<file path="config.mk">
export PLATFORM = sky130hd
export DESIGN_NAME = sdram_timing_irq_regs
export DESIGN_NICKNAME = d
export VERILOG_FILES = /design/src/verilog/sdram_regs_pkg.sv /design/src/verilog/sdram_timing_irq_regs.sv
export SDC_FILE = /design/constraint.sdc
export NUM_CORES = 1
export LEC_CHECK = 0
export CAP_MARGIN = 20
export CORE_MARGIN = 1
export CORE_UTILIZATION = 45
export CTS_CLUSTER_DIAMETER = 50
export DETAILED_ROUTE_END_ITERATION = 10
export DONT_BUFFER_PORTS = 1
export PLACE_DENSITY = 0.67
export SKIP_LAST_GASP = 1
export SYNTH_ARGS = -nofsm -noshare
export SYNTH_HDL_FRONTEND = slang
export SYNTH_HIERARCHICAL = 1
export SYNTH_SLANG_ARGS = --single-unit
export TNS_END_PERCENT = 20
</file>
<file path="constraint.sdc">
create_clock -name CORE_CLK -period 3.85 [get_ports CORE_CLK]
set_clock_uncertainty 0.1 [all_clocks]
set_input_delay 0.1925 -clock CORE_CLK [delete_from_list [all_inputs] [get_ports CORE_CLK]]
set_output_delay 0.1925 -clock CORE_CLK [all_outputs]
set_load 0.005 [all_outputs]
</file>
<file path="src/verilog/sdram_regs_pkg.sv">
// shared constants and types for the sdram timing and interrupt status registers
`default_nettype none
package sdram_regs_pkg;
	localparam int ADDR_W = 8;
	localparam int DATA_W = 32;
	localparam int BANK_W = 2;
	localparam int IRQ_W = 3;
	localparam int WAIT_CNT_W = 8;
	localparam int SINCE_W = 6;
	localparam logic [ADDR_W-1:0] OFS_TIMING = 8'h00;
	localparam logic [ADDR_W-1:0] OFS_SR_EXIT = 8'h04;
	localparam logic [ADDR_W-1:0] OFS_RAW = 8'h08;
	localparam logic [ADDR_W-1:0] OFS_MASKED = 8'h0c;
	localparam logic [ADDR_W-1:0] OFS_EN_SET = 8'h10;
	localparam logic [ADDR_W-1:0] OFS_EN_CLR = 8'h14;
	localparam logic [ADDR_W-1:0] OFS_WAIT_CFG = 8'h18;
	localparam logic [DATA_W-1:0] TIMING_RESET = 32'h42215810;
	localparam logic [DATA_W-1:0] TIMING_WMASK = 32'hff77ff70;
	localparam logic [DATA_W-1:0] SR_EXIT_RESET = 32'h0000001f;
	localparam logic [DATA_W-1:0] SR_EXIT_WMASK = 32'h0000001f;
	localparam logic [DATA_W-1:0] WAIT_CFG_RESET = 32'h00000080;
	localparam logic [DATA_W-1:0] WAIT_CFG_WMASK = 32'h000000ff;
	localparam int BIT_TIMEOUT = 0;
	localparam int BIT_LINE_TRAP = 1;
	localparam int BIT_WAIT_RISE = 2;
	localparam int RFC_W = 5;
	localparam int RP_W = 3;
	localparam int RCD_W = 3;
	localparam int WR_W = 3;
	localparam int RAS_W = 4;
	localparam int RC_W = 4;
	localparam int RRD_W = 3;
	localparam int XS_W = 5;
	typedef struct packed {
		logic [RFC_W-1:0] refresh_interval;
		logic [RP_W-1:0] precharge_period;
		logic rsvd23;
		logic [RCD_W-1:0] row_to_column_delay;
		logic rsvd19;
		logic [WR_W-1:0] write_recovery;
		logic [RAS_W-1:0] row_active;
		logic [RC_W-1:0] row_cycle_time;
		logic rsvd7;
		logic [RRD_W-1:0] bank_to_bank_activate;
		logic [3:0] rsvd3_0;
	} sdram_timing_s;
	typedef enum logic [2:0] {CMD_NOP, CMD_ACT, CMD_RD, CMD_WR, CMD_PRE, CMD_REF} cmd_kind_e;
	typedef struct packed {
		cmd_kind_e kind;
		logic [BANK_W-1:0] bank;
	} cmd_s;
	typedef enum {TO_IDLE, TO_COUNT, TO_DONE} timeout_state_e;
endpackage
`default_nettype wire

</file>
<file path="src/verilog/sdram_timing_irq_regs.sv">
// sdram command spacing guard with timing, self-refresh exit and interrupt status registers
// Function
// - refresh to refresh at least field plus one
// - precharge to activate or refresh spacing
// - activate to read or write spacing
// - write to precharge recovery spacing
// - activate to precharge row active time
// - activate to activate row cycle spacing
// - activates to other banks spaced apart
// - reserved bits always read back zero
// - self-refresh exit delay before any command
// - wait held too long sets timeout flag
// - raw flags set regardless of enables
// - wait input rising edge sets flag
// - bad access type sets line trap
// - raw write one clears raw and masked
// - masked flag set only when enabled
// - masked timeout set pulses interrupt output
// - masked write one clears both bits
// - no wait pin makes status reserved
// - enable set and clear registers
// - timeout only with extended wait enabled
//
// The Avalon-MM interface to the registers and the register offsets are this design's own decisions.
`timescale 1ns/1ps
`default_nettype none

module spacing_timer #(
	parameter int W = 3
) (
	input wire logic clk,
	input wire logic rst_n,
	input wire logic start,
	input wire logic [W-1:0] limit,
	output logic done
);
	logic [W-1:0] cnt_q;

	// limit is captured at the start so a later register write cannot shorten a running gap
	always_ff @(posedge clk)
	begin
		if (!rst_n)
			cnt_q <= '0;
		else if (start)
			cnt_q <= limit;
		else if (cnt_q != '0)
			cnt_q <= cnt_q - 1'b1;
	end

	assign done = (cnt_q == '0);
endmodule

module sdram_timing_irq_regs #(
	parameter bit HAS_WAIT_PIN = 1'b1
) (
	input wire logic CORE_CLK,
	input wire logic RESET_N,
	input wire logic [sdram_regs_pkg::ADDR_W-1:0] AVS_ADDRESS,
	input wire logic AVS_READ,
	input wire logic AVS_WRITE,
	input wire logic [sdram_regs_pkg::DATA_W-1:0] AVS_WRITEDATA,
	input wire logic [3:0] AVS_BYTEENABLE,
	output logic [sdram_regs_pkg::DATA_W-1:0] AVS_READDATA,
	output logic AVS_WAITREQUEST,
	input wire logic CMD_VALID,
	input wire sdram_regs_pkg::cmd_s CMD_IN,
	output logic CMD_READY,
	output logic ISSUED_VALID,
	output sdram_regs_pkg::cmd_s ISSUED_CMD,
	input wire logic SELF_REFRESH_EXIT,
	input wire logic EXT_WAIT,
	input wire logic ASYNC_EXT_ACCESS,
	input wire logic EXTENDED_WAIT_ENABLE,
	input wire logic LINE_TRAP_EVENT,
	output logic IRQ_TIMEOUT
);
	localparam logic [sdram_regs_pkg::IRQ_W-1:0] STAT_MASK = HAS_WAIT_PIN ? 3'h7 : 3'h0;

	logic ack_q, wr_en, irq_q, wait_s_q, wait_rise, timeout_evt;
	logic [31:0] rdata_q, rd_mux, be_mask, timing_q, sr_exit_q, wait_cfg_q;
	logic [2:0] raw_q, raw_d, masked_q, masked_d, en_q, evt, clr, wait_sync_q;
	sdram_regs_pkg::sdram_timing_s tim;
	sdram_regs_pkg::timeout_state_e to_state_q;
	logic [sdram_regs_pkg::WAIT_CNT_W-1:0] wait_cnt_q;
	logic ref_ok, pre_ok, rcd_ok, wr_ok, ras_ok, rc_ok, rrd_ok, xs_ok;
	logic go, act_go, rw_go, wr_go, pre_go, ref_go, issued_valid_q;
	logic [sdram_regs_pkg::BANK_W-1:0] last_bank_q;
	sdram_regs_pkg::cmd_s issued_cmd_q;

	assign tim = sdram_regs_pkg::sdram_timing_s'(timing_q);

	// one wait state: request seen, then answered with registered read data
	assign AVS_WAITREQUEST = (AVS_READ | AVS_WRITE) & ~ack_q;
	assign wr_en = AVS_WRITE & ack_q;
	assign be_mask = {{8{AVS_BYTEENABLE[3]}}, {8{AVS_BYTEENABLE[2]}},
		{8{AVS_BYTEENABLE[1]}}, {8{AVS_BYTEENABLE[0]}}};

	always_ff @(posedge CORE_CLK)
	begin
		if (!RESET_N)
			ack_q <= 1'b0;
		else
			ack_q <= (AVS_READ | AVS_WRITE) & ~ack_q;
	end

	always_comb
	begin
		rd_mux = 32'h00000000;
		unique case (AVS_ADDRESS)
			sdram_regs_pkg::OFS_TIMING: rd_mux = timing_q & sdram_regs_pkg::TIMING_WMASK;
			sdram_regs_pkg::OFS_SR_EXIT: rd_mux = sr_exit_q & sdram_regs_pkg::SR_EXIT_WMASK;
			sdram_regs_pkg::OFS_RAW: rd_mux = {29'h0, raw_q & STAT_MASK};
			sdram_regs_pkg::OFS_MASKED: rd_mux = {29'h0, masked_q & STAT_MASK};
			sdram_regs_pkg::OFS_EN_SET: rd_mux = {29'h0, en_q & STAT_MASK};
			sdram_regs_pkg::OFS_EN_CLR: rd_mux = {29'h0, en_q & STAT_MASK};
			sdram_regs_pkg::OFS_WAIT_CFG: rd_mux = wait_cfg_q & sdram_regs_pkg::WAIT_CFG_WMASK;
			default: rd_mux = 32'h00000000;
		endcase
	end

	always_ff @(posedge CORE_CLK)
	begin
		if (!RESET_N)
			rdata_q <= 32'h00000000;
		else if (AVS_READ & ~ack_q)
			rdata_q <= rd_mux;
	end

	assign AVS_READDATA = rdata_q;

	always_ff @(posedge CORE_CLK)
	begin
		if (!RESET_N)
			timing_q <= sdram_regs_pkg::TIMING_RESET;
		else if (wr_en && AVS_ADDRESS == sdram_regs_pkg::OFS_TIMING)
			timing_q <= (timing_q & ~be_mask) | (AVS_WRITEDATA & be_mask & sdram_regs_pkg::TIMING_WMASK);
	end
	always_ff @(posedge CORE_CLK)
	begin
		if (!RESET_N)
			sr_exit_q <= sdram_regs_pkg::SR_EXIT_RESET;
		else if (wr_en && AVS_ADDRESS == sdram_regs_pkg::OFS_SR_EXIT)
			sr_exit_q <= (sr_exit_q & ~be_mask) | (AVS_WRITEDATA & be_mask & sdram_regs_pkg::SR_EXIT_WMASK);
	end
	always_ff @(posedge CORE_CLK)
	begin
		if (!RESET_N)
			wait_cfg_q <= sdram_regs_pkg::WAIT_CFG_RESET;
		else if (wr_en && AVS_ADDRESS == sdram_regs_pkg::OFS_WAIT_CFG)
			wait_cfg_q <= (wait_cfg_q & ~be_mask) | (AVS_WRITEDATA & be_mask & sdram_regs_pkg::WAIT_CFG_WMASK);
	end

	always_ff @(posedge CORE_CLK)
	begin
		if (!RESET_N)
			en_q <= 3'h0;
		else if (wr_en && AVS_BYTEENABLE[0] && AVS_ADDRESS == sdram_regs_pkg::OFS_EN_SET)
			en_q <= en_q | (AVS_WRITEDATA[2:0] & STAT_MASK);
		else if (wr_en && AVS_BYTEENABLE[0] && AVS_ADDRESS == sdram_regs_pkg::OFS_EN_CLR)
			en_q <= en_q & ~AVS_WRITEDATA[2:0];
	end

	// pin filter: third stage must agree with the second before a change is believed
	always_ff @(posedge CORE_CLK)
	begin
		if (!RESET_N)
		begin
			wait_sync_q <= 3'h0;
			wait_s_q <= 1'b0;
		end
		else
		begin
			wait_sync_q <= {wait_sync_q[1:0], EXT_WAIT};
			if (wait_sync_q[1] == wait_sync_q[2])
				wait_s_q <= wait_sync_q[1];
		end
	end

	assign wait_rise = wait_sync_q[1] & wait_sync_q[2] & ~wait_s_q;

	// one timeout per access; the count restarts whenever wait drops
	always_ff @(posedge CORE_CLK)
	begin
		if (!RESET_N)
		begin
			to_state_q <= sdram_regs_pkg::TO_IDLE;
			wait_cnt_q <= '0;
		end
		else
		begin
			unique case (to_state_q)
				sdram_regs_pkg::TO_IDLE:
				begin
					wait_cnt_q <= '0;
					if (ASYNC_EXT_ACCESS && EXTENDED_WAIT_ENABLE)
						to_state_q <= sdram_regs_pkg::TO_COUNT;
				end
				sdram_regs_pkg::TO_COUNT:
				begin
					if (!ASYNC_EXT_ACCESS)
						to_state_q <= sdram_regs_pkg::TO_IDLE;
					else if (timeout_evt)
						to_state_q <= sdram_regs_pkg::TO_DONE;
					else if (wait_s_q)
						wait_cnt_q <= wait_cnt_q + 1'b1;
					else
						wait_cnt_q <= '0;
				end
				sdram_regs_pkg::TO_DONE:
				begin
					if (!ASYNC_EXT_ACCESS)
						to_state_q <= sdram_regs_pkg::TO_IDLE;
				end
			endcase
		end
	end

	assign timeout_evt = (to_state_q == sdram_regs_pkg::TO_COUNT) && ASYNC_EXT_ACCESS && wait_s_q
		&& (wait_cnt_q == wait_cfg_q[sdram_regs_pkg::WAIT_CNT_W-1:0]);

	assign evt[sdram_regs_pkg::BIT_TIMEOUT] = timeout_evt;
	assign evt[sdram_regs_pkg::BIT_LINE_TRAP] = LINE_TRAP_EVENT;
	assign evt[sdram_regs_pkg::BIT_WAIT_RISE] = wait_rise;

	// a set in the same cycle as a clear wins, so no event is lost
	always_comb
	begin
		clr = 3'h0;
		if (wr_en && AVS_BYTEENABLE[0] && (AVS_ADDRESS == sdram_regs_pkg::OFS_RAW
			|| AVS_ADDRESS == sdram_regs_pkg::OFS_MASKED))
			clr = AVS_WRITEDATA[2:0];
		raw_d = ((evt & STAT_MASK) | (raw_q & ~clr));
		masked_d = ((evt & en_q & STAT_MASK) | (masked_q & ~clr));
	end

	always_ff @(posedge CORE_CLK)
	begin
		if (!RESET_N)
		begin
			raw_q <= 3'h0;
			masked_q <= 3'h0;
		end
		else
		begin
			raw_q <= raw_d;
			masked_q <= masked_d;
		end
	end

	always_ff @(posedge CORE_CLK)
	begin
		if (!RESET_N)
			irq_q <= 1'b0;
		else
			irq_q <= masked_d[sdram_regs_pkg::BIT_TIMEOUT] & ~masked_q[sdram_regs_pkg::BIT_TIMEOUT];
	end

	assign IRQ_TIMEOUT = irq_q;

	spacing_timer #(.W(sdram_regs_pkg::RFC_W)) u_rfc (.clk(CORE_CLK), .rst_n(RESET_N),
		.start(ref_go), .limit(tim.refresh_interval), .done(ref_ok));
	spacing_timer #(.W(sdram_regs_pkg::RP_W)) u_rp (.clk(CORE_CLK), .rst_n(RESET_N),
		.start(pre_go), .limit(tim.precharge_period), .done(pre_ok));
	spacing_timer #(.W(sdram_regs_pkg::RCD_W)) u_rcd (.clk(CORE_CLK), .rst_n(RESET_N),
		.start(act_go), .limit(tim.row_to_column_delay), .done(rcd_ok));
	spacing_timer #(.W(sdram_regs_pkg::WR_W)) u_wr (.clk(CORE_CLK), .rst_n(RESET_N),
		.start(wr_go), .limit(tim.write_recovery), .done(wr_ok));
	spacing_timer #(.W(sdram_regs_pkg::RAS_W)) u_ras (.clk(CORE_CLK), .rst_n(RESET_N),
		.start(act_go), .limit(tim.row_active), .done(ras_ok));
	spacing_timer #(.W(sdram_regs_pkg::RC_W)) u_rc (.clk(CORE_CLK), .rst_n(RESET_N),
		.start(act_go), .limit(tim.row_cycle_time), .done(rc_ok));
	spacing_timer #(.W(sdram_regs_pkg::RRD_W)) u_rrd (.clk(CORE_CLK), .rst_n(RESET_N),
		.start(act_go), .limit(tim.bank_to_bank_activate), .done(rrd_ok));
	spacing_timer #(.W(sdram_regs_pkg::XS_W)) u_xs (.clk(CORE_CLK), .rst_n(RESET_N),
		.start(SELF_REFRESH_EXIT), .limit(sr_exit_q[sdram_regs_pkg::XS_W-1:0]), .done(xs_ok));

	// gaps are tracked across all banks, which is conservative for same-bank row cycle
	always_comb
	begin
		CMD_READY = 1'b0;
		unique case (CMD_IN.kind)
			sdram_regs_pkg::CMD_NOP: CMD_READY = 1'b1;
			sdram_regs_pkg::CMD_ACT: CMD_READY = pre_ok && rc_ok && (rrd_ok || CMD_IN.bank == last_bank_q);
			sdram_regs_pkg::CMD_RD: CMD_READY = rcd_ok;
			sdram_regs_pkg::CMD_WR: CMD_READY = rcd_ok;
			sdram_regs_pkg::CMD_PRE: CMD_READY = wr_ok && ras_ok;
			sdram_regs_pkg::CMD_REF: CMD_READY = ref_ok && pre_ok;
			default: CMD_READY = 1'b0;
		endcase
		if (!xs_ok || SELF_REFRESH_EXIT)
			CMD_READY = 1'b0;
	end

	assign go = CMD_VALID && CMD_READY && CMD_IN.kind != sdram_regs_pkg::CMD_NOP;
	assign act_go = go && CMD_IN.kind == sdram_regs_pkg::CMD_ACT;
	assign wr_go = go && CMD_IN.kind == sdram_regs_pkg::CMD_WR;
	assign rw_go = wr_go || (go && CMD_IN.kind == sdram_regs_pkg::CMD_RD);
	assign pre_go = go && CMD_IN.kind == sdram_regs_pkg::CMD_PRE;
	assign ref_go = go && CMD_IN.kind == sdram_regs_pkg::CMD_REF;

	always_ff @(posedge CORE_CLK)
	begin
		if (!RESET_N)
			last_bank_q <= '0;
		else if (act_go)
			last_bank_q <= CMD_IN.bank;
	end

	always_ff @(posedge CORE_CLK)
	begin
		if (!RESET_N)
		begin
			issued_valid_q <= 1'b0;
			issued_cmd_q <= '0;
		end
		else
		begin
			issued_valid_q <= go;
			if (go)
				issued_cmd_q <= CMD_IN;
		end
	end

	assign ISSUED_VALID = issued_valid_q;
	assign ISSUED_CMD = issued_cmd_q;

	// cycles since each activate, precharge, refresh, write and self-refresh exit, counted from one so a gap of n edges reads n
	logic [4:0] since_ev;
	logic [sdram_regs_pkg::SINCE_W-1:0] since_q [5];
	assign since_ev = {SELF_REFRESH_EXIT, wr_go, ref_go, pre_go, act_go};

	for (genvar i = 0; i < 5; i++)
	begin : g_since
		always_ff @(posedge CORE_CLK)
		begin
			if (!RESET_N)
				since_q[i] <= '1;
			else if (since_ev[i])
				since_q[i] <= sdram_regs_pkg::SINCE_W'(1);
			else if (since_q[i] != '1)
				since_q[i] <= since_q[i] + 1'b1;
		end
	end
endmodule
`default_nettype wire
</file>
# Word level (Yosys, flattened, before mapping)
# Index checks and enable logic that the tools add are counted.
# op_classes
n_addsub,9
eq_ne,22
muxes,31
bitwise,27
n_reduce_logical,59
# op_table
cell,count
$pmux W32 S6,1
$and A32 B32 Y32,4
$mux W32,4
$pmux W32 S3,1
$eq A32 B2 Y1 const B,2
$mux W3,11
$eq A32 B1 Y1 const B,1
$logic_not A32 Y1,1
$not A32 Y32,1
$or A32 B32 Y32,1
$or A32 B5 Y32,1
$or A32 B8 Y32,1
$eq A8 B5 Y1 const B,3
$mux W8,3
$logic_and A1 B1 Y1,21
$mux W5,4
$reduce_bool A2 Y1,10
$eq A8 B4 Y1 const B,2
$mux W4,4
$pmux W8 S2,1
$logic_not A3 Y1,5
$reduce_bool A3 Y1,5
$and A3 B3 Y3,4
$sub A3 B1 Y3 const B,4
28 further kinds,53
# totals
register_bits,221
inputBits,59
out_inout_bits,41
word_cells,173

# Logic depth before layout (Yosys ltp)
# Gate-level depths: netlist (run 1).
# logic_depth
word_depth,9
mapped_depth,14
depth_no_buf,13

# Hierarchy
# Netlist (run 1), hierarchy kept.
# by_module_without_submodules
mod,instances,cells_each,area_per_inst_um2,seq_area_each_um2
sdram_timing_irq_regs,1,500,4352.9,2021.9
spacing_timer (u_rcd ...),4,22,205.2,60.1
spacing_timer (u_rfc ...),2,34,300.3,100.1
spacing_timer (u_ras ...),2,23,230.2,80.1

# Worst setup path before layout (run 1)
# Ideal clock, no wire load.
# synth_timing
path_type,register to register
from,reg u_xs.cnt_q[0]
to,reg u_rcd.cnt_q[0]
setup_time_ns,0.112
t_arrival_ns,3.513
required_ns,3.638
path_slack_ns,0.125
stages_incl_launch_ff,12
path_buffers,0
period_less_slack_ns,3.725
path_cell_list,dfxtp_1 > inv_1 > ha_1 > nor4b_4 > nand2b_1 > or3_1 > o211a_1 > inv_2 > nand2_1 > nor3_1 > nor2b_1 > a2111oi_1
# synth_via
elab_chain_cells,8
elab_cells_between_ends,9
classes_between,2 x mux; 7 x reduce/logical
# synth_rtl
item,line,rtl
from (decl),sdram_timing_irq_regs.sv:37,logic [W-1:0] cnt_q;
from (signal assigned),sdram_timing_irq_regs.sv:45,cnt_q <= limit;
from (signal assigned),sdram_timing_irq_regs.sv:47,cnt_q <= cnt_q - 1'b1;
$logic_not A5 Y1 (*),sdram_timing_irq_regs.sv:50,assign done = (cnt_q == '0);
named net xs_ok,sdram_timing_irq_regs.sv:85,"logic ref_ok, pre_ok, rcd_ok, wr_ok, ras_ok, rc_ok, rrd_ok, xs_ok;"
$logic_not A1 Y1 (*),sdram_timing_irq_regs.sv:290,if (!xs_ok || SELF_REFRESH_EXIT)
$logic_or A1 B1 Y1 (*),sdram_timing_irq_regs.sv:290,
$mux W1 (*),sdram_timing_irq_regs.sv:290,
named net CMD_READY,sdram_timing_irq_regs.sv:67,"output logic CMD_READY,"
$logic_and A1 B1 Y1 (*) (2 in series),sdram_timing_irq_regs.sv:294,assign go = CMD_VALID && CMD_READY && CMD_IN.kind != sdram_regs_pkg::CMD_NOP;
$logic_and A1 B1 Y1 (*),sdram_timing_irq_regs.sv:295,assign act_go = go && CMD_IN.kind == sdram_regs_pkg::CMD_ACT;
named net act_go,sdram_timing_irq_regs.sv:86,"logic go, act_go, rw_go, wr_go, pre_go, ref_go, issued_valid_q;"
$mux W3 or $reduce_bool A2 Y1 (tied branches),--,
to (signal assigned),sdram_timing_irq_regs.sv:45,
to (signal assigned),sdram_timing_irq_regs.sv:47,
to (decl),sdram_timing_irq_regs.sv:37,
# The timed path passes the listed nets; every way through them passes the cells marked *.
# A chain may end at the register's enable or synchronous reset.

# Worst setup path after layout (run 1)
# layout_timing
from,reg u_xs.cnt_q[0]
to,reg issued_cmd_q (netlist bit ISSUED_CMD[3])
# layout_via
elab_chain_cells,6
# layout_rtl
item,line,rtl
$logic_not A5 Y1,sdram_timing_irq_regs.sv:50,
named net xs_ok,sdram_timing_irq_regs.sv:85,
$logic_not A1 Y1,sdram_timing_irq_regs.sv:290,
$logic_or A1 B1 Y1,sdram_timing_irq_regs.sv:290,
$mux W1,sdram_timing_irq_regs.sv:290,
named net CMD_READY,sdram_timing_irq_regs.sv:67,
$logic_and A1 B1 Y1 (2 in series),sdram_timing_irq_regs.sv:294,
to (signal assigned),sdram_timing_irq_regs.sv:314,issued_cmd_q <= '0;
to (signal assigned),sdram_timing_irq_regs.sv:320,issued_cmd_q <= CMD_IN;
to (decl),sdram_timing_irq_regs.sv:88,sdram_regs_pkg::cmd_s issued_cmd_q;
# The timed path passes the listed nets, and every way through them passes these cells.

==> results of run 1 <==
==> cell type report <==
type	instances	area, um2
Tap cell	176	220.2
Inverter	39	146.4
Clock inverter	5	50.05
Timing Repair Buffer	95	960.9
Clock buffer	26	499.2
Fill cell	1158	5629
Multi-Input combinational cell	501	3272
Sequential cell	131	2623
==> through the flow <==
stage / instances / setup WS, ns / hold slack [ns] / total power, W / util, %
after floorplan: 703 / 0.1247 / 0.2022 / 0.002232 / -
after global placement: 853 / 0.8342 / 0.1697 / 0.002306 / 47.06
after detailed placement: 853 / 0.6536 / 0.1688 / 0.002370 / 47.06
after CTS: 970 / 0.4369 / 0.001133 / 0.003934 / 57.71
after global routing: 973 / 0.2220 / 0.01316 / 0.004115 / 57.99
final: 973 / 0.4158 / 0.01517 / 0.003919 / 57.99
==> cells in the final DEF, fill, tap and decap left out, types with 5 or more instances in the layout <==
cell,count
dfxtp_1,131
dlygate4sd3_1,86
nand2_1,72
nand3_1,66
a21oi_1,46
nor2_1,43
inv_1,35
a22oi_1,28
mux2i_1,17
ha_1,17
clkbuf_16,17
nor2b_1,16
nor3_1,14
nand2b_1,13
xnor2_1,12
o21ai_0,10
and3_1,10
and2_1,8
nor4b_1,8
nor2b_2,8
a2111oi_1,8
nand4_1,7
buf_4,7
xor2_1,5
clkbuf_1,5
==> power by group through the flow <==
stage	clock [W]	combinational, W	sequential [W]
floorplan	0	0.000653	0.00158
global placement	0	0.000714	0.00159
detailed placement	0	0.000765	0.00160
CTS	0.00153	0.000831	0.00158
global route	0.00159	0.000929	0.00159
finish	0.00150	0.000839	0.00158
==> synth_stat cells (5+ instances only) <==
library cell  instances  area share [%]
inv_1                36             2.2
ha_1                 17             3.4
and2_1                8            0.80
nor2b_2               8             1.1
a2111oi_1             8             1.3
nor3_1               15             1.2
nor4b_1               8             1.1
a22oi_1              28             3.4
nand2b_1             13             1.3
a21oi_1              46             3.7
xnor2_1              12             1.7
dfxtp_1             131              42
and3_1               10             1.0
buf_6                 7             1.3
nand3_1              66             5.3
nor2b_1              16             1.6
buf_2                 7            0.56
nand2_1              72             4.3
o21ai_0              10            0.80
xor2_1                5            0.70
nor2_1               43             2.6
nand4_1               7            0.70
clkbuf_1             14            0.84
mux2i_1              17             2.7
==> cells by family (layout without fill, tap and decap cells) <==
logic type / Yosys count / after routing / synth area share (%)
AO/OA/AOI/OAI: 141 / 141 / 15.87
XOR/XNOR: 17 / 17 / 2.388
adder cells (fa/ha/maj): 17 / 17 / 3.412
buffers and inverters: 71 / 165 / 5.599
flip-flops: 131 / 131 / 42.06
multiplexers: 19 / 19 / 3.090
other: 1 / 2 / 0.06015
AND/OR/NAND/NOR: 305 / 305 / 27.51
==> worst reg2reg max path, cell delays in order, from the launching register on <==
cell           delay (ns)
dfxtp_1              0.32
inv_1                0.07
ha_1                 0.21
nor4b_4              0.35
nand2b_1             0.19
or3_1                0.39
o211a_1              0.30
inv_2                0.12
nand3_1              0.07
dlygate4sd3_1        0.55
a21oi_1              0.14
dlygate4sd3_1        0.55
==> worst paths after layout <==
| check | endpoint | depth (start not counted) |
|---|---|---|
| max | ISSUED_CMD[3] | 11 |
| min | flop | 2 |
| max reg2reg | ISSUED_CMD[3] | 11 |
| min reg2reg | wait_sync_q[1] | 1 |
==> per-layer routing <==
layer,global-route usage [%],part of all wire [%]
met4,10.00,2.1
met1,28.22,43
met5,0,0
met2,40.64,49
met3,7.795,6.5
==> timing repair <==
item / 4_1_cts / 5_1_grt
hold buffers: 86 / 1
hold endpoints to repair: 94 / 2
setup endpoints to repair: 0 / 0
==> flow_metrics.py, run 1 <==
metrics = {
    "yosys": {
        "ys_types": 72,
        "synthArstFlopShare_pct": 0,
        "netlist_area_mm2": 0.006235,
        "syn_area_per_cell_um2": 8.881,
        "ys_warn_count": 6,
        "syn_inst": 702,
        "synth_edf_count": 0,
        "ys.flop_type": "dfxtp_1",
        "yosysSeqAreaShare_pct": 42.06,
        "synth-seq-cells": 131,
    },
    "layout": {
        "fin_area_mm2": 0.007771,
        "drive_gt1_share_pct": 8.908,
        "nets": 861,
        "antenna_cells": 0,
        "synthToLayoutAreaGrowth_pct": 24.64,
    },
    "timing": {
        "finalCritPeriodShare_pct": 89.20,
        "rsz0062_at_grt": "no",
        "min_period_ns": 3.434,
        "worst_pin_slew_ns": 0.9755,
        "setup_tns_ns": 0,
        "report.final.hold_viol_count": 0,
        "timing.fmax_mhz": 291.2,
        "setup_viol_count_final": 0,
        "slew_violations": 0,
        "slew_headroom_pct": 34.97,
    },
    "global_route": {
        "grt_max_degree": 66,
        "antenna_found_initial": 0,
        "grt_pass1_wl_um": 26990,
        "grt_remaining_overflow": 0,
        "track_usage_pct": 24.17,
        "first_global_vias": 5590,
    },
    "placement": {
        "io_buffers": 0,
        "place_area_mm2": 0.006306,
        "gp_congestion": 0.8868,
        "dp_hpwl_um": 10690,
    },
    "detailed_routing": {
        "routed-via-count": 5572,
        "dr.pass1.iters": 5,
        "antenna_left": 0,
        "vias_per_cell": 5.727,
        "wl_um": 16680,
        "wl_per_cell_um": 17.14,
        "drtIter0Drc": 325,
        "route.detailed.drc": 0,
    },
    "clock_network": {
        "ctsResizeCount": 0,
        "clockBufferDepth": 2,
        "clock_latency_ns": 0.42,
        "cts_setup_buffers": 0,
        "cts_root_buf": "clkbuf_16",
        "clk_pin_slew_ns": 0.05,
        "h-tree-depth": 4,
        "clock_sinks": 131,
        "cts_buffers": 17,
        "cts_tree": "done",
    },
    "die": {
        "dieArea_mm2": 0.01433,
        "io_pins": 100,
        "initial_core_util_pct": 46.53,
        "die_h_um": 119.7,
        "die-width_um": 119.7,
        "core.rowCount": 42,
        "core_mm2": 0.01340,
    },
    "status": {
        "outcome": "completed",
    },
    "critical_path": {
        "critPathCaptureType": "flop",
        "path_delay_family": "buffers and inverters",
        "r2r_start": "u_xs/cnt_q[0]",
        "crit_path_frequent_cell": "dlygate4sd3_1",
        "path_max_fanout": 6,
        "startpoint": "u_xs/cnt_q[0]",
        "worst_path_max_delay_cell": "dlygate4sd3_1",
        "cp_num_buf_inv": 4,
        "critPathLaunchType": "flop",
        "worstPathRequired_ns": 4.11,
        "reg2reg_slack_ns": 0.42,
        "path_cells": "inv_1 > ha_1 > nor4b_4 > nand2b_1 > or3_1 > o211a_1 > inv_2 > nand3_1 > dlygate4sd3_1 > a21oi_1 > dlygate4sd3_1",
        "slowest_delay_ns": 0.55,
        "crit_type": "reg2reg",
        "crit_arrival_ns": 3.69,
    },
    "power_and_ir_drop": {
        "power_switching_w": 0.001079,
        "intPower_w": 0.002840,
        "p_comb_share_pct": 21.4,
        "p_per_area_mw_per_mm2": 504.4,
        "p_seq_share_pct": 40.4,
        "leakagePower_nw": 2.924,
        "peakVddDrop_uv": 351.8,
        "switching_share_pct": 27.53,
        "clockPowerShare_pct": 38.2,
    },
    "min_path": {
        "hold_class": "in2reg",
        "hold_start": "RESET_N",
    },
    "job": {
        "drv_cap": 0,
    },
}
(Power assumes the default switching activity.)
==> run 2: changes to the inputs <==
--- a/constraint.sdc
+++ b/constraint.sdc
@@ -4,2 +4,2 @@
 set_output_delay 0.1925 -clock CORE_CLK [all_outputs]
-set_load 0.005 [all_outputs]
+set_load 0.01 [all_outputs]
==> flow_metrics.py, run 2 (synthesis results as in run 1) <==
metrics = {
    "timing": {
        "hold_ws_ns": 0.02417,
        "slew_headroom_pct": 31.51,
        "min_period_ns": 3.491,
        "finalCritPeriodShare_pct": 90.67,
        "timing.fmax_mhz": 286.5,
        "report.final.hold_viol_count": 0,
        "slew_violations": 0,
        "setup_tns_ns": 0,
        "setup_viol_count_final": 0,
        "rsz0062_at_grt": "no",
        "worst_pin_slew_ns": 1.027,
    },
    "power_and_ir_drop": {
        "power_switching_w": 0.001107,
        "switching_share_pct": 27.38,
        "intPower_w": 0.002936,
        "peakVddDrop_uv": 358.4,
        "p_comb_share_pct": 20.9,
        "p_per_area_mw_per_mm2": 523.1,
        "leakagePower_nw": 2.914,
        "clockPowerShare_pct": 40.1,
        "p_seq_share_pct": 39.0,
    },
    "detailed_routing": {
        "met2WireLength_um": 8003,
        "met1_length_um": 7230,
        "top_layer": "met4",
        "drtIter0Drc": 308,
        "route.detailed.drc": 0,
        "wl_met3_um": 1057,
        "vias_per_cell": 5.752,
        "routed-via-count": 5551,
        "wl_per_cell_um": 17.28,
        "wl_um": 16680,
        "dr.pass1.iters": 5,
        "antenna_left": 0,
    },
    "critical_path": {
        "r2r-end": "ISSUED_CMD[3]",
        "r2r_start": "u_xs/cnt_q[0]",
        "critPathLaunchType": "flop",
        "critPathCaptureType": "flop",
        "setup.worst_path.end": "ISSUED_CMD[3]",
        "worstPathRequired_ns": 4.11,
        "r2r_cells": 11,
        "path_max_fanout": 6,
        "crit_type": "reg2reg",
        "reg2reg_slack_ns": 0.36,
        "crit_arrival_ns": 3.75,
        "startpoint": "u_xs/cnt_q[0]",
    },
    "die": {
        "die_h_um": 119.7,
        "core_mm2": 0.01340,
        "dieArea_mm2": 0.01433,
        "initial_core_util_pct": 46.53,
        "die-width_um": 119.7,
        "io_pins": 100,
        "core.rowCount": 42,
    },
    "layout": {
        "drive_gt1_share_pct": 9.252,
        "antenna_cells": 0,
        "final_common_cell": "dfxtp_1",
        "fillers": 1157,
        "fin_util_pct": 57.68,
        "synthToLayoutAreaGrowth_pct": 23.98,
        "nets": 852,
        "layout_common_cells": "131 x dfxtp_1, 78 x dlygate4sd3_1, 72 x nand2_1",
    },
    "clock_network": {
        "hold_buffers": 79,
        "clockBufferDepth": 2,
        "cts_tree": "done",
        "ctsResizeCount": 0,
        "cts_setup_buffers": 0,
        "cts_root_buf": "clkbuf_16",
        "cts_buffers": 17,
        "h-tree-depth": 4,
        "clk_pin_slew_ns": 0.06,
        "clock_sinks": 131,
        "clock_latency_ns": 0.42,
    },
    "global_route": {
        "first_global_vias": 5525,
        "grt_pass1_wl_um": 27200,
        "track_usage_pct": 24.11,
        "grt_remaining_overflow": 0,
        "antenna_found_initial": 0,
        "grt_max_degree": 66,
    },
    "placement": {
        "dp_hpwl_um": 10890,
        "io_buffers": 0,
        "gp_congestion": 0.9011,
    },
    "status": {
        "outcome": "completed",
    },
    "min_path": {
        "hold_class": "in2reg",
        "whs_path_depth": 3,
    },
    "job": {
        "drv_cap": 0,
    },
}
## run 2: changes by cell type in the layout (fill, tap and decap cells not counted), sizes merged
cell	before	now
clkinv	4	6
clkbuf	26	22
dlygate4sd3	86	78
bufinv	1	3
clkinvlp	0	1
buf	9	8
## run 2: how the worst min path moves through the flow
stage | start | endpoint | slack, ns
2_1_floorplan | AVS_WRITEDATA[2] | flop | 0.20
3_3_place_gp | RESET_N | flop | 0.17
3_5_place_dp | RESET_N | flop | 0.18
4_1_cts | CMD_VALID | ISSUED_CMD[2] | 0.007
5_1_grt | CMD_VALID | ISSUED_CMD[2] | 0.04
6_report | ASYNC_EXT_ACCESS | masked_q[0] | 0.02
## run 2: critical path, stage by stage, from the launching register on
cell and delay, ns:
dfxtp_1 0.32, inv_1 0.07, ha_1 0.21, nor4b_4 0.37
nand2b_1 0.20, or3_1 0.40, o211a_1 0.30, inv_2 0.14
nand3_1 0.08, dlygate4sd3_1 0.56, a21oi_1 0.13, dlygate4sd3_1 0.55
## run 2: metal layers
| metal | up-vias | track usage, % |
|---|---|---|
| met1 | 2655 | 28.88 |
| met4 | 0 | 11.09 |
| met3 | 31 | 6.321 |
| met2 | 194 | 40.25 |
| li1 | 2671 | - |
| met5 | - | 0 |
## run 2: through the flow
stage	setup slack, ns	std cells	total power (W)	cell area [um2]
finish	0.3593	965	0.004043	7730
detailed placement	0.6550	853	0.002372	6306
global route	0.1454	965	0.004251	7730
global placement	0.8114	853	0.002309	6306
CTS	0.4317	964	0.004060	7710
floorplan	0.1020	703	0.002234	6238
## run 2: power by group through the flow
stage	combinational [W]	clock [W]	sequential, W
floorplan	0.000654	0	0.00158
global placement	0.000716	0	0.00159
detailed placement	0.000768	0	0.00160
CTS	0.000832	0.00165	0.00157
global route	0.000941	0.00172	0.00159
finish	0.000843	0.00162	0.00158
## run 2: layout make-up
cell class,count,area [um2],area share (%)
multi-input combinational,501,3272,42.33
clock buffer,22,464.2,6.005
clock inverter,10,131.4,1.700
tap,176,220.2,2.849
sequential,131,2623,33.93
timing repair buffer,86,873.3,11.30
inverter,39,146.4,1.894
